$ cat config.mk
export PLATFORM = sky130hd
export DESIGN_NAME = btpm_mux
export DESIGN_NICKNAME = d
export VERILOG_FILES = /design/src/inc/btpm_pkg.sv /design/src/rtl/btpm_mux.sv
export SDC_FILE = /design/constraint.sdc
export NUM_CORES = 1
export LEC_CHECK = 0
export ABC_AREA = 1
export BUFFER_PORTS_ARGS = -buffer_cell sky130_fd_sc_hd__buf_4
export CAP_MARGIN = 30
export CORE_UTILIZATION = 50
export CTS_CLUSTER_SIZE = 28
export DETAILED_ROUTE_END_ITERATION = 16
export GPL_TIMING_DRIVEN = 0
export PLACE_DENSITY = 0.76
export SYNTH_ARGS = -nofsm -noshare
export SYNTH_HDL_FRONTEND = slang
export SYNTH_SLANG_ARGS = --single-unit
$ cat constraint.sdc
create_clock -name CLK_I -period 3.1 [get_ports CLK_I]
set_input_delay 0.155 -clock CLK_I [delete_from_list [all_inputs] [get_ports CLK_I]]
set_output_delay 0.155 -clock CLK_I [all_outputs]
set_load 0.02 [all_outputs]
$ cat src/inc/btpm_pkg.sv
// Package for the Bluetooth pad function multiplexer
package btpm_pkg;
  // APB register map, byte addresses
  localparam logic [7:0] SEL_LO_OFS   = 8'h00;
  localparam logic [7:0] SEL_HI_OFS   = 8'h04;
  localparam logic [7:0] GPIO_OUT_OFS = 8'h08;
  localparam logic [7:0] GPIO_OE_OFS  = 8'h0C;
  localparam logic [7:0] GPIO_IN_OFS  = 8'h10;
  localparam logic [7:0] AGPIO_OUT_OFS = 8'h14;
  localparam logic [7:0] AGPIO_OE_OFS  = 8'h18;
  localparam logic [7:0] AGPIO_IN_OFS  = 8'h1C;
  localparam logic [7:0] CORE_IN_OFS   = 8'h20;
  // Pad count and select layout
  localparam int NPAD     = 19;
  localparam int SEL_W    = 3;
  localparam int PADS_LO  = 10;
  localparam logic [SEL_W-1:0] SEL_RST = 3'h0;
  localparam logic [7:0] GP_RST = 8'h00;

  // Pad indices
  localparam int P_CTS = 0;
  localparam int P_RTS = 1;
  localparam int P_RXD = 2;
  localparam int P_TXD = 3;
  localparam int P_PIN = 4;
  localparam int P_POUT = 5;
  localparam int P_PSYNC = 6;
  localparam int P_PCLK = 7;
  localparam int P_SDO = 8;
  localparam int P_SDI = 9;
  localparam int P_SWS = 10;
  localparam int P_SCLK = 11;
  localparam int P_G5 = 12;
  localparam int P_G4 = 13;
  localparam int P_G3 = 14;
  localparam int P_G2 = 15;
  localparam int P_G1 = 16;
  localparam int P_G0 = 17;
  localparam int P_CREQ = 18;

  // Signals coming from the core peripherals
  typedef struct packed {
    logic uart_rts;
    logic uart_txd;
    logic pcm_out;
    logic pcm_sync;
    logic pcm_clk;
    logic pcm_master;
    logic host_clock;
    logic link_activity;
    logic coex_activity;
    logic internal_low_power_clock;
    logic sound_master_data_out;
    logic sound_master_word_select;
    logic sound_master_clock;
    logic sound_slave_data_out;
    logic priority_status;
    logic audio_ref_clock_out;
    logic power_class_ctrl_bit2;
    logic combined_clock_request;
  } btpm_core_out_t;

  // Signals returned to the core peripherals
  typedef struct packed {
    logic uart_cts;
    logic uart_rxd;
    logic pcm_in;
    logic pcm_sync;
    logic pcm_clk;
    logic sound_slave_clock;
    logic sound_slave_word_select;
    logic sound_data_input;
    logic coex_transmit_grant;
  } btpm_core_in_t;
endpackage : btpm_pkg

$ cat src/rtl/btpm_mux.sv
// Per-pad function multiplexer with APB select and GPIO registers
`timescale 1ns/1ps
`default_nettype none

module btpm_mux (
  input  wire logic                   CLK_I,
  input  wire logic                   RSTN_I,
  input  wire logic                   PSEL_I,
  input  wire logic                   PENABLE_I,
  input  wire logic                   PWRITE_I,
  input  wire logic [7:0]             PADDR_I,
  input  wire logic [31:0]            PWDATA_I,
  output logic      [31:0]            PRDATA_O,
  output logic                        PREADY_O,
  output logic                        PSLVERR_O,
  input  wire btpm_pkg::btpm_core_out_t CORE_I,
  output btpm_pkg::btpm_core_in_t     CORE_O,
  output logic                        COEX_ACTIVITY_O,
  input  wire logic [btpm_pkg::NPAD-1:0] PAD_I,
  output logic      [btpm_pkg::NPAD-1:0] PAD_O,
  output logic      [btpm_pkg::NPAD-1:0] PAD_OE_N_O
);
  import btpm_pkg::*;

  logic [SEL_W-1:0] sel_ff [NPAD];
  logic [7:0]       gp_out_ff;
  logic [7:0]       gp_oe_ff;
  logic [7:0]       ag_out_ff;
  logic [7:0]       ag_oe_ff;
  logic [7:0]       gp_in_ff;
  logic [7:0]       ag_in_ff;
  logic [7:0]       nxt_gp_in;
  logic [7:0]       nxt_ag_in;
  logic [NPAD-1:0]  nxt_pad_o;
  logic [NPAD-1:0]  nxt_pad_drv;
  btpm_core_in_t    nxt_core;
  logic [31:0]      rdata;
  logic             wr_en;
  logic             rd_en;
  logic             hit;

  // One-cycle access phase, write takes effect at the pready edge
  assign wr_en = PSEL_I & PENABLE_I & PWRITE_I;
  assign rd_en = PSEL_I & ~PENABLE_I & ~PWRITE_I;

  // Select registers, one three-bit field per pad
  genvar gi;
  generate
    for (gi = 0; gi < NPAD; gi++)
    begin : g_sel
      always_ff @(posedge CLK_I)
      begin
        if (!RSTN_I)
          sel_ff[gi] <= SEL_RST;
        else if (wr_en && gi < PADS_LO && PADDR_I == SEL_LO_OFS)
          sel_ff[gi] <= PWDATA_I[(gi%PADS_LO)*SEL_W +: SEL_W];
        else if (wr_en && gi >= PADS_LO && PADDR_I == SEL_HI_OFS)
          sel_ff[gi] <= PWDATA_I[(gi%PADS_LO)*SEL_W +: SEL_W];
      end
    end
  endgenerate

  // GPIO output and direction registers for both groups
  always_ff @(posedge CLK_I)
  begin
    if (!RSTN_I)
    begin
      gp_out_ff <= GP_RST;
      gp_oe_ff  <= GP_RST;
      ag_out_ff <= GP_RST;
      ag_oe_ff  <= GP_RST;
    end
    else if (wr_en)
    begin
      case (PADDR_I)
        GPIO_OUT_OFS:  gp_out_ff <= PWDATA_I[7:0];
        GPIO_OE_OFS:   gp_oe_ff  <= PWDATA_I[7:0];
        AGPIO_OUT_OFS: ag_out_ff <= PWDATA_I[7:0];
        AGPIO_OE_OFS:  ag_oe_ff  <= PWDATA_I[7:0];
        default:       ;
      endcase
    end
  end

  // Pad multiplexing; a case or if on each pad's select field picks its matrix entry, general pads 5..0 taking setting 0 from a shared loop
  always_comb
  begin
    nxt_pad_o   = '0;
    nxt_pad_drv = '0;
    nxt_gp_in   = '0;
    nxt_ag_in   = '0;
    nxt_core    = '0;
    // Host UART pads
    case (sel_ff[P_CTS])
      3'h0: nxt_core.uart_cts = PAD_I[P_CTS];
      3'h7:
      begin
        nxt_ag_in[1] = PAD_I[P_CTS];
        nxt_pad_o[P_CTS] = ag_out_ff[1];
        nxt_pad_drv[P_CTS] = ag_oe_ff[1];
      end
      default: ;
    endcase
    case (sel_ff[P_RTS])
      3'h0:
      begin
        nxt_pad_o[P_RTS] = CORE_I.uart_rts;
        nxt_pad_drv[P_RTS] = 1'b1;
      end
      3'h7:
      begin
        nxt_ag_in[0] = PAD_I[P_RTS];
        nxt_pad_o[P_RTS] = ag_out_ff[0];
        nxt_pad_drv[P_RTS] = ag_oe_ff[0];
      end
      default: ;
    endcase
    case (sel_ff[P_RXD])
      3'h0: nxt_core.uart_rxd = PAD_I[P_RXD];
      3'h7:
      begin
        nxt_gp_in[5] = PAD_I[P_RXD];
        nxt_pad_o[P_RXD] = gp_out_ff[5];
        nxt_pad_drv[P_RXD] = gp_oe_ff[5];
      end
      default: ;
    endcase
    case (sel_ff[P_TXD])
      3'h0:
      begin
        nxt_pad_o[P_TXD] = CORE_I.uart_txd;
        nxt_pad_drv[P_TXD] = 1'b1;
      end
      3'h7:
      begin
        nxt_gp_in[4] = PAD_I[P_TXD];
        nxt_pad_o[P_TXD] = gp_out_ff[4];
        nxt_pad_drv[P_TXD] = gp_oe_ff[4];
      end
      default: ;
    endcase
    // PCM pads
    case (sel_ff[P_PIN])
      3'h0:
      begin
        nxt_ag_in[3] = PAD_I[P_PIN];
        nxt_pad_o[P_PIN] = ag_out_ff[3];
        nxt_pad_drv[P_PIN] = ag_oe_ff[3];
      end
      3'h1, 3'h2: nxt_core.pcm_in = PAD_I[P_PIN];
      3'h3:
      begin
        nxt_pad_o[P_PIN] = CORE_I.host_clock;
        nxt_pad_drv[P_PIN] = 1'b1;
      end
      3'h7: nxt_core.sound_data_input = PAD_I[P_PIN];
      default: ;
    endcase
    case (sel_ff[P_POUT])
      3'h0:
      begin
        nxt_ag_in[2] = PAD_I[P_POUT];
        nxt_pad_o[P_POUT] = ag_out_ff[2];
        nxt_pad_drv[P_POUT] = ag_oe_ff[2];
      end
      3'h1, 3'h2:
      begin
        nxt_pad_o[P_POUT] = CORE_I.pcm_out;
        nxt_pad_drv[P_POUT] = 1'b1;
      end
      3'h3:
      begin
        nxt_pad_o[P_POUT] = CORE_I.link_activity;
        nxt_pad_drv[P_POUT] = 1'b1;
      end
      3'h5:
      begin
        nxt_pad_o[P_POUT] = CORE_I.sound_master_data_out;
        nxt_pad_drv[P_POUT] = 1'b1;
      end
      3'h7:
      begin
        nxt_pad_o[P_POUT] = CORE_I.sound_slave_data_out;
        nxt_pad_drv[P_POUT] = 1'b1;
      end
      default: ;
    endcase
    case (sel_ff[P_PSYNC])
      3'h0:
      begin
        nxt_ag_in[1] = nxt_ag_in[1] | PAD_I[P_PSYNC];
        nxt_pad_o[P_PSYNC] = ag_out_ff[1];
        nxt_pad_drv[P_PSYNC] = ag_oe_ff[1];
      end
      3'h1, 3'h2:
      begin
        nxt_core.pcm_sync = PAD_I[P_PSYNC];
        nxt_pad_o[P_PSYNC] = CORE_I.pcm_sync;
        nxt_pad_drv[P_PSYNC] = CORE_I.pcm_master;
      end
      3'h3:
      begin
        nxt_pad_o[P_PSYNC] = CORE_I.host_clock;
        nxt_pad_drv[P_PSYNC] = 1'b1;
      end
      3'h4:
      begin
        nxt_pad_o[P_PSYNC] = CORE_I.internal_low_power_clock;
        nxt_pad_drv[P_PSYNC] = 1'b1;
      end
      3'h5:
      begin
        nxt_pad_o[P_PSYNC] = CORE_I.sound_master_word_select;
        nxt_pad_drv[P_PSYNC] = 1'b1;
      end
      3'h7: nxt_core.sound_slave_word_select = PAD_I[P_PSYNC];
      default: ;
    endcase
    case (sel_ff[P_PCLK])
      3'h0:
      begin
        nxt_ag_in[0] = nxt_ag_in[0] | PAD_I[P_PCLK];
        nxt_pad_o[P_PCLK] = ag_out_ff[0];
        nxt_pad_drv[P_PCLK] = ag_oe_ff[0];
      end
      3'h1, 3'h2:
      begin
        nxt_core.pcm_clk = PAD_I[P_PCLK];
        nxt_pad_o[P_PCLK] = CORE_I.pcm_clk;
        nxt_pad_drv[P_PCLK] = CORE_I.pcm_master;
      end
      3'h5:
      begin
        nxt_pad_o[P_PCLK] = CORE_I.sound_master_clock;
        nxt_pad_drv[P_PCLK] = 1'b1;
      end
      3'h7: nxt_core.sound_slave_clock = PAD_I[P_PCLK];
      default: ;
    endcase
    // Sound-bus pads
    case (sel_ff[P_SDO])
      3'h0:
      begin
        nxt_ag_in[5] = PAD_I[P_SDO];
        nxt_pad_o[P_SDO] = ag_out_ff[5];
        nxt_pad_drv[P_SDO] = ag_oe_ff[5];
      end
      3'h1:
      begin
        nxt_pad_o[P_SDO] = CORE_I.pcm_out;
        nxt_pad_drv[P_SDO] = 1'b1;
      end
      3'h4:
      begin
        nxt_pad_o[P_SDO] = CORE_I.sound_slave_data_out;
        nxt_pad_drv[P_SDO] = 1'b1;
      end
      3'h5:
      begin
        nxt_pad_o[P_SDO] = CORE_I.sound_master_data_out;
        nxt_pad_drv[P_SDO] = 1'b1;
      end
      3'h7:
      begin
        nxt_pad_o[P_SDO] = CORE_I.priority_status;
        nxt_pad_drv[P_SDO] = 1'b1;
      end
      default: ;
    endcase
    case (sel_ff[P_SDI])
      3'h0:
      begin
        nxt_ag_in[6] = PAD_I[P_SDI];
        nxt_pad_o[P_SDI] = ag_out_ff[6];
        nxt_pad_drv[P_SDI] = ag_oe_ff[6];
      end
      3'h1: nxt_core.pcm_in = nxt_core.pcm_in | PAD_I[P_SDI];
      3'h3:
      begin
        nxt_pad_o[P_SDI] = CORE_I.host_clock;
        nxt_pad_drv[P_SDI] = 1'b1;
      end
      3'h4: nxt_core.sound_data_input =
              nxt_core.sound_data_input | PAD_I[P_SDI];
      3'h7: nxt_core.coex_transmit_grant = PAD_I[P_SDI];
      default: ;
    endcase
    case (sel_ff[P_SWS])
      3'h0:
      begin
        nxt_gp_in[7] = PAD_I[P_SWS];
        nxt_pad_o[P_SWS] = gp_out_ff[7];
        nxt_pad_drv[P_SWS] = gp_oe_ff[7];
      end
      3'h1:
      begin
        nxt_core.pcm_sync = nxt_core.pcm_sync | PAD_I[P_SWS];
        nxt_pad_o[P_SWS] = CORE_I.pcm_sync;
        nxt_pad_drv[P_SWS] = CORE_I.pcm_master;
      end
      3'h3:
      begin
        nxt_pad_o[P_SWS] = CORE_I.link_activity;
        nxt_pad_drv[P_SWS] = 1'b1;
      end
      3'h5:
      begin
        nxt_pad_o[P_SWS] = CORE_I.sound_master_word_select;
        nxt_pad_drv[P_SWS] = 1'b1;
      end
      3'h7: nxt_core.sound_slave_word_select =
              nxt_core.sound_slave_word_select | PAD_I[P_SWS];
      default: ;
    endcase
    case (sel_ff[P_SCLK])
      3'h0:
      begin
        nxt_gp_in[6] = PAD_I[P_SCLK];
        nxt_pad_o[P_SCLK] = gp_out_ff[6];
        nxt_pad_drv[P_SCLK] = gp_oe_ff[6];
      end
      3'h1:
      begin
        nxt_core.pcm_clk = nxt_core.pcm_clk | PAD_I[P_SCLK];
        nxt_pad_o[P_SCLK] = CORE_I.pcm_clk;
        nxt_pad_drv[P_SCLK] = CORE_I.pcm_master;
      end
      3'h4:
      begin
        nxt_pad_o[P_SCLK] = CORE_I.internal_low_power_clock;
        nxt_pad_drv[P_SCLK] = 1'b1;
      end
      3'h5:
      begin
        nxt_pad_o[P_SCLK] = CORE_I.sound_master_clock;
        nxt_pad_drv[P_SCLK] = 1'b1;
      end
      3'h7: nxt_core.sound_slave_clock =
              nxt_core.sound_slave_clock | PAD_I[P_SCLK];
      default: ;
    endcase
    // General pads 5..0: setting 0 is the plain GPIO bit
    for (int k = 0; k < 6; k++)
    begin
      if (sel_ff[P_G0 - k] == 3'h0)
      begin
        nxt_gp_in[k] = nxt_gp_in[k] | PAD_I[P_G0 - k];
        nxt_pad_o[P_G0 - k] = gp_out_ff[k];
        nxt_pad_drv[P_G0 - k] = gp_oe_ff[k];
      end
    end
    case (sel_ff[P_G5])
      3'h1: {nxt_pad_o[P_G5], nxt_pad_drv[P_G5]} = {CORE_I.host_clock, 1'b1};
      3'h3: {nxt_pad_o[P_G5], nxt_pad_drv[P_G5]} =
              {CORE_I.sound_master_clock, 1'b1};
      3'h4: nxt_core.sound_slave_clock =
              nxt_core.sound_slave_clock | PAD_I[P_G5];
      3'h7: {nxt_pad_o[P_G5], nxt_pad_drv[P_G5]} =
              {CORE_I.combined_clock_request, 1'b1};
      default: ;
    endcase
    case (sel_ff[P_G4])
      3'h1: {nxt_pad_o[P_G4], nxt_pad_drv[P_G4]} =
              {CORE_I.link_activity, 1'b1};
      3'h3: {nxt_pad_o[P_G4], nxt_pad_drv[P_G4]} =
              {CORE_I.sound_master_data_out, 1'b1};
      3'h4: {nxt_pad_o[P_G4], nxt_pad_drv[P_G4]} =
              {CORE_I.sound_slave_data_out, 1'b1};
      default: ;
    endcase
    case (sel_ff[P_G3])
      3'h3: {nxt_pad_o[P_G3], nxt_pad_drv[P_G3]} =
              {CORE_I.sound_master_word_select, 1'b1};
      3'h4: nxt_core.sound_slave_word_select =
              nxt_core.sound_slave_word_select | PAD_I[P_G3];
      default: ;
    endcase
    if (sel_ff[P_G2] == 3'h4)
      nxt_core.sound_data_input = nxt_core.sound_data_input | PAD_I[P_G2];
    if (sel_ff[P_G1] == 3'h7)
      {nxt_pad_o[P_G1], nxt_pad_drv[P_G1]} =
        {CORE_I.power_class_ctrl_bit2, 1'b1};
    if (sel_ff[P_G0] == 3'h4)
      {nxt_pad_o[P_G0], nxt_pad_drv[P_G0]} =
        {CORE_I.audio_ref_clock_out, 1'b1};
    // Clock request pad
    case (sel_ff[P_CREQ])
      3'h0: {nxt_pad_o[P_CREQ], nxt_pad_drv[P_CREQ]} =
              {CORE_I.combined_clock_request, 1'b1};
      3'h7:
      begin
        nxt_ag_in[7] = PAD_I[P_CREQ];
        nxt_pad_o[P_CREQ] = ag_out_ff[7];
        nxt_pad_drv[P_CREQ] = ag_oe_ff[7];
      end
      default: ;
    endcase
  end

  // Registered pads; costs one cycle of latency on every path
  always_ff @(posedge CLK_I)
  begin
    if (!RSTN_I)
    begin
      PAD_O      <= '0;
      PAD_OE_N_O <= '1;
      CORE_O     <= '0;
      gp_in_ff   <= GP_RST;
      ag_in_ff   <= GP_RST;
    end
    else
    begin
      PAD_O      <= nxt_pad_o;
      PAD_OE_N_O <= ~nxt_pad_drv;
      CORE_O     <= nxt_core;
      gp_in_ff   <= nxt_gp_in;
      ag_in_ff   <= nxt_ag_in;
    end
  end

  // Coex activity has a dedicated output, high during local slots
  always_ff @(posedge CLK_I)
  begin
    if (!RSTN_I)
      COEX_ACTIVITY_O <= 1'b0;
    else
      COEX_ACTIVITY_O <= CORE_I.coex_activity;
  end

  // Read decode
  always_comb
  begin
    rdata = '0;
    hit   = 1'b1;
    case (PADDR_I)
      SEL_LO_OFS:
        for (int k = 0; k < PADS_LO; k++)
          rdata[k*SEL_W +: SEL_W] = sel_ff[k];
      SEL_HI_OFS:
        for (int k = PADS_LO; k < NPAD; k++)
          rdata[(k-PADS_LO)*SEL_W +: SEL_W] = sel_ff[k];
      GPIO_OUT_OFS:  rdata[7:0] = gp_out_ff;
      GPIO_OE_OFS:   rdata[7:0] = gp_oe_ff;
      GPIO_IN_OFS:   rdata[7:0] = gp_in_ff;
      AGPIO_OUT_OFS: rdata[7:0] = ag_out_ff;
      AGPIO_OE_OFS:  rdata[7:0] = ag_oe_ff;
      AGPIO_IN_OFS:  rdata[7:0] = ag_in_ff;
      CORE_IN_OFS:   rdata[8:0] = CORE_O;
      default:       hit = 1'b0;
    endcase
  end

  // APB answer: ready in the access cycle, error on unmapped address
  always_ff @(posedge CLK_I)
  begin
    if (!RSTN_I)
    begin
      PRDATA_O  <= '0;
      PREADY_O  <= 1'b0;
      PSLVERR_O <= 1'b0;
    end
    else
    begin
      PREADY_O  <= PSEL_I & ~PENABLE_I;
      PSLVERR_O <= PSEL_I & ~PENABLE_I & ~hit;
      if (rd_en)
        PRDATA_O <= rdata;
    end
  end
endmodule : btpm_mux

`default_nettype wire

==> impl_metrics.py <==
metrics = {
    "drt": {
        "drt_iter0_drc": 1025,
        "vias": 7903,
        "detail_route.wl_per_cell_um": 20.7,
        "dr.pass1.iters": 8,
        "avgViaCountPerCell": 5.61,
        "antenna_left": 0,
        "remaining_drc_errors": 0,
        "routed_wirelength_mm": 29.2,
    },
    "synthesis": {
        "synth_edf_count": 57,
        "ys_async_sr_fraction": 0,
        "synth_warnings": 0,
        "synth-seq-area-share": 0.524,
        "synth_top_area_cell": "dfxtp_1",
        "synthTopCellsByArea": "dfxtp_1, edfxtp_1, inv_1, nand2_1, nor2_1",
        "synthesis.area_mm2": 0.00812,
        "synth_flop_cell": "dfxtp_1",
        "ys_seq_elements": 184,
        "synthCells": 979,
        "synth_top_area_frac": 0.313,
        "synth.avg_cell_area_um2": 8.29,
        "ys_types": 49,
    },
    "sta": {
        "grt_setup_unrepaired": "false",
        "finalMaxSlewViolations": 0,
        "relSlewSlack": 0.333,
        "fin_crit_ps": 1940,
        "fin_crit_sh": 0.625,
        "max_slew.worst_pin.slew_ps": 1000,
        "fin_skew_ps": 12.2,
        "finalSetupViolations": 0,
        "fmax_ghz": 0.516,
        "hold_violations": 0,
    },
    "clock_network": {
        "cts_tree": "done",
        "cts_buffer_depth": 2,
        "cts_setup_buffers": 0,
        "clk_pin_slew_ps": 70,
        "cts_sinks": 184,
        "cts_buffers": 17,
        "clk_latency_ps": 450,
        "post_cts_resized": 0,
        "h-tree-depth": 4,
        "clock-root-buffer": "clkbuf_16",
    },
    "finish": {
        "multiInputGateArea_mm2": 0.00298,
        "stdcell_count": 1409,
        "n_fill_cell": 1403,
        "final-seq-area_mm2": 0.00425,
        "final_nets": 1262,
        "final_util": 0.657,
        "antenna_cells": 0,
        "area_growth_syn_to_layout_pct": 28.4,
        "drive_gt1_frac": 0.216,
    },
    "floorplan": {
        "num_rows": 46,
        "fp.dieW_um": 129,
        "io_pins": 164,
        "die_h_um": 129,
        "start_util": 0.511,
        "die-area_mm2": 0.0168,
        "placeableCoreArea_mm2": 0.0159,
    },
    "global_route": {
        "grt_pass1_vias": 7458,
        "grt_pass1_wl_mm": 42.5,
        "grt_max_degree": 17,
        "grt_overflow": 0,
        "antenna_found_initial": 0,
        "track_usage": 0.357,
    },
    "critical_path": {
        "cp_max_fo": 16,
        "cpPeakStageDelay_ps": 560,
        "path_class": "in -> reg",
        "critPathCaptureType": "flop",
        "crit_path_cell_trace": "buf_4, nor2_1, nand2_1, nor2_1, inv_1, buf_2, o21ai_4, buf_16",
        "path_delay_family": "buffers and inverters",
        "cpMostUsedCell": "nor2_1",
        "cp-start-kind": "input pin",
        "worst_path_max_delay_cell": "o21ai_4",
        "required_ps": 3250,
        "cp.arrival_ps": 2080,
        "path_buf_inv": 4,
    },
    "place": {
        "dpl.cell_count": 1356,
        "dp_hpwl_mm": 21.3,
        "port_buffers": 158,
        "gp_routability_congestion": 0.954,
    },
    "min_path": {
        "hold_class": "in -> reg",
    },
    "power": {
        "power.leakage_nw": 4.69,
        "p_per_area_mw_per_mm2": 507,
        "max-vdd-ir-drop_mv": 0.388,
    },
    "flow_run": {
        "cap_violations": 0,
    },
    "run_status": {
        "status": "finished, final reports clean",
    },
}
[layout by cell type (no fill, tap or decap), drive strengths merged, types with 4 or more instances in the layout]
cell / instances
a21oi: 54
a31o: 4
a31oi: 4
buf: 193
clkbuf: 31
dfxtp: 127
dlygate4sd3: 21
edfxtp: 57
inv: 164
nand2: 148
nand3: 83
nand4: 9
nor2: 142
nor3: 14
nor4: 7
o211ai: 6
o21ai: 73
o221ai: 13
o22ai: 6
o31ai: 4
[where the power goes]
part | internal, mW | switching (mW) | total (mW)
clock network | 1.19 | 0.952 | 2.14
registers | 2.56 | 0.0621 | 2.62
logic | 0.204 | 0.318 | 0.522
total | 3.95 | 1.33 | 5.28
[registers in the layout (all words and copies together), names as in the netlist]
signal and flops:
gp_oe_ff 8, COEX_ACTIVITY_O 1, ag_out_ff 8, PRDATA_O 30
gp_in_ff 8, gp_out_ff 8, CORE_O 9, sel_ff 57
PAD_OE_N_O 19, PSLVERR_O 1, PAD_O 19, ag_in_ff 7
PREADY_O 1, ag_oe_ff 8
[worst register-to-register path: stages (launching register included)]
cell and delay [ps]:
edfxtp_1 460, nor2_1 170, inv_1 70, nor2_1 130
nand2_1 70, a21oi_1 170, dlygate4sd3_1 580
[layout make-up]
| class | count | share of cell area |
|---|---|---|
| Sequential cell | 184 | 0.408 |
| Clock buffer | 21 | 0.0422 |
| Tap cell | 216 | 0.0259 |
| Buffer | 43 | 0.0288 |
| Timing Repair Buffer | 181 | 0.139 |
| Multi-Input combinational cell | 592 | 0.286 |
| Clock inverter | 11 | 0.0116 |
| Inverter | 161 | 0.0582 |
[metal layers]
| metal | track usage | vias to the layer above | share of wire |
|---|---|---|---|
| met4 | 0.210 | 0 | 0.053 |
| met1 | 0.467 | 3627 | 0.38 |
| li1 | - | 3621 | - |
| met2 | 0.548 | 554 | 0.44 |
| met5 | 0 | - | 0 |
| met3 | 0.0747 | 101 | 0.12 |
[worst paths after layout]
kind	startpoint	end	slack (ps)	cells past startpoint
worst max-delay path	PADDR_I[4]	sel_ff[3][2]	1160	8
worst min-delay path	PWDATA_I[18]	sel_ff[16][0]	10	3
worst max register to register	sel_ff[13][1]	gp_in_ff[4]	1380	6
worst min register to register	ag_oe_ff[4]	ag_oe_ff[4]	450	2
[logic make-up (layout without fill, tap and decap cells)]
group,after synthesis,after routing,synth area share
AOI/OAI and AO/OA,182,182,0.135
DFF,184,184,0.524
buffers and inverters,204,417,0.112
and+or+nand+nor,408,408,0.229
other,1,2,0.000462
[Yosys cell counts (all sizes together) (2+ instances only)]
master   count
dfxtp      127
o221ai      13
nor2       142
a31o         4
clkbuf      10
o311ai       2
nor3        14
o2111ai      3
o21ai       73
edfxtp      57
o22ai        6
o31ai        4
nor4         7
nand4        9
inv        161
o211ai       6
a21oi       54
o21bai       3
a31oi        4
nand3       83
buf         33
and3         3
o32ai        3
nand2      148
[metrics by stage]
| step | instance area [um2] | hold slack [ps] | setup slack [ps] | power (mW) | setup TNS (ps) |
|---|---|---|---|---|---|
| finish | 10400 | 14.0 | 1160 | 5.28 | 0 |
| global route | 10400 | 10.5 | 1140 | 5.41 | 0 |
| CTS | 10400 | 11.9 | 1230 | 5.25 | 0 |
| detailed placement | 9660 | 344 | 777 | 3.16 | 0 |
| global placement | 9580 | 338 | -978 | 3.14 | -42110 |
| floorplan | 8120 | 253 | 623 | 2.89 | 0 |
[what timing repair did]
action	CTS	global route
setup endpoints to repair	0	0
endpoints found under the hold margin	20	0
hold buffers	21	0
(Power assumes the default switching activity.)
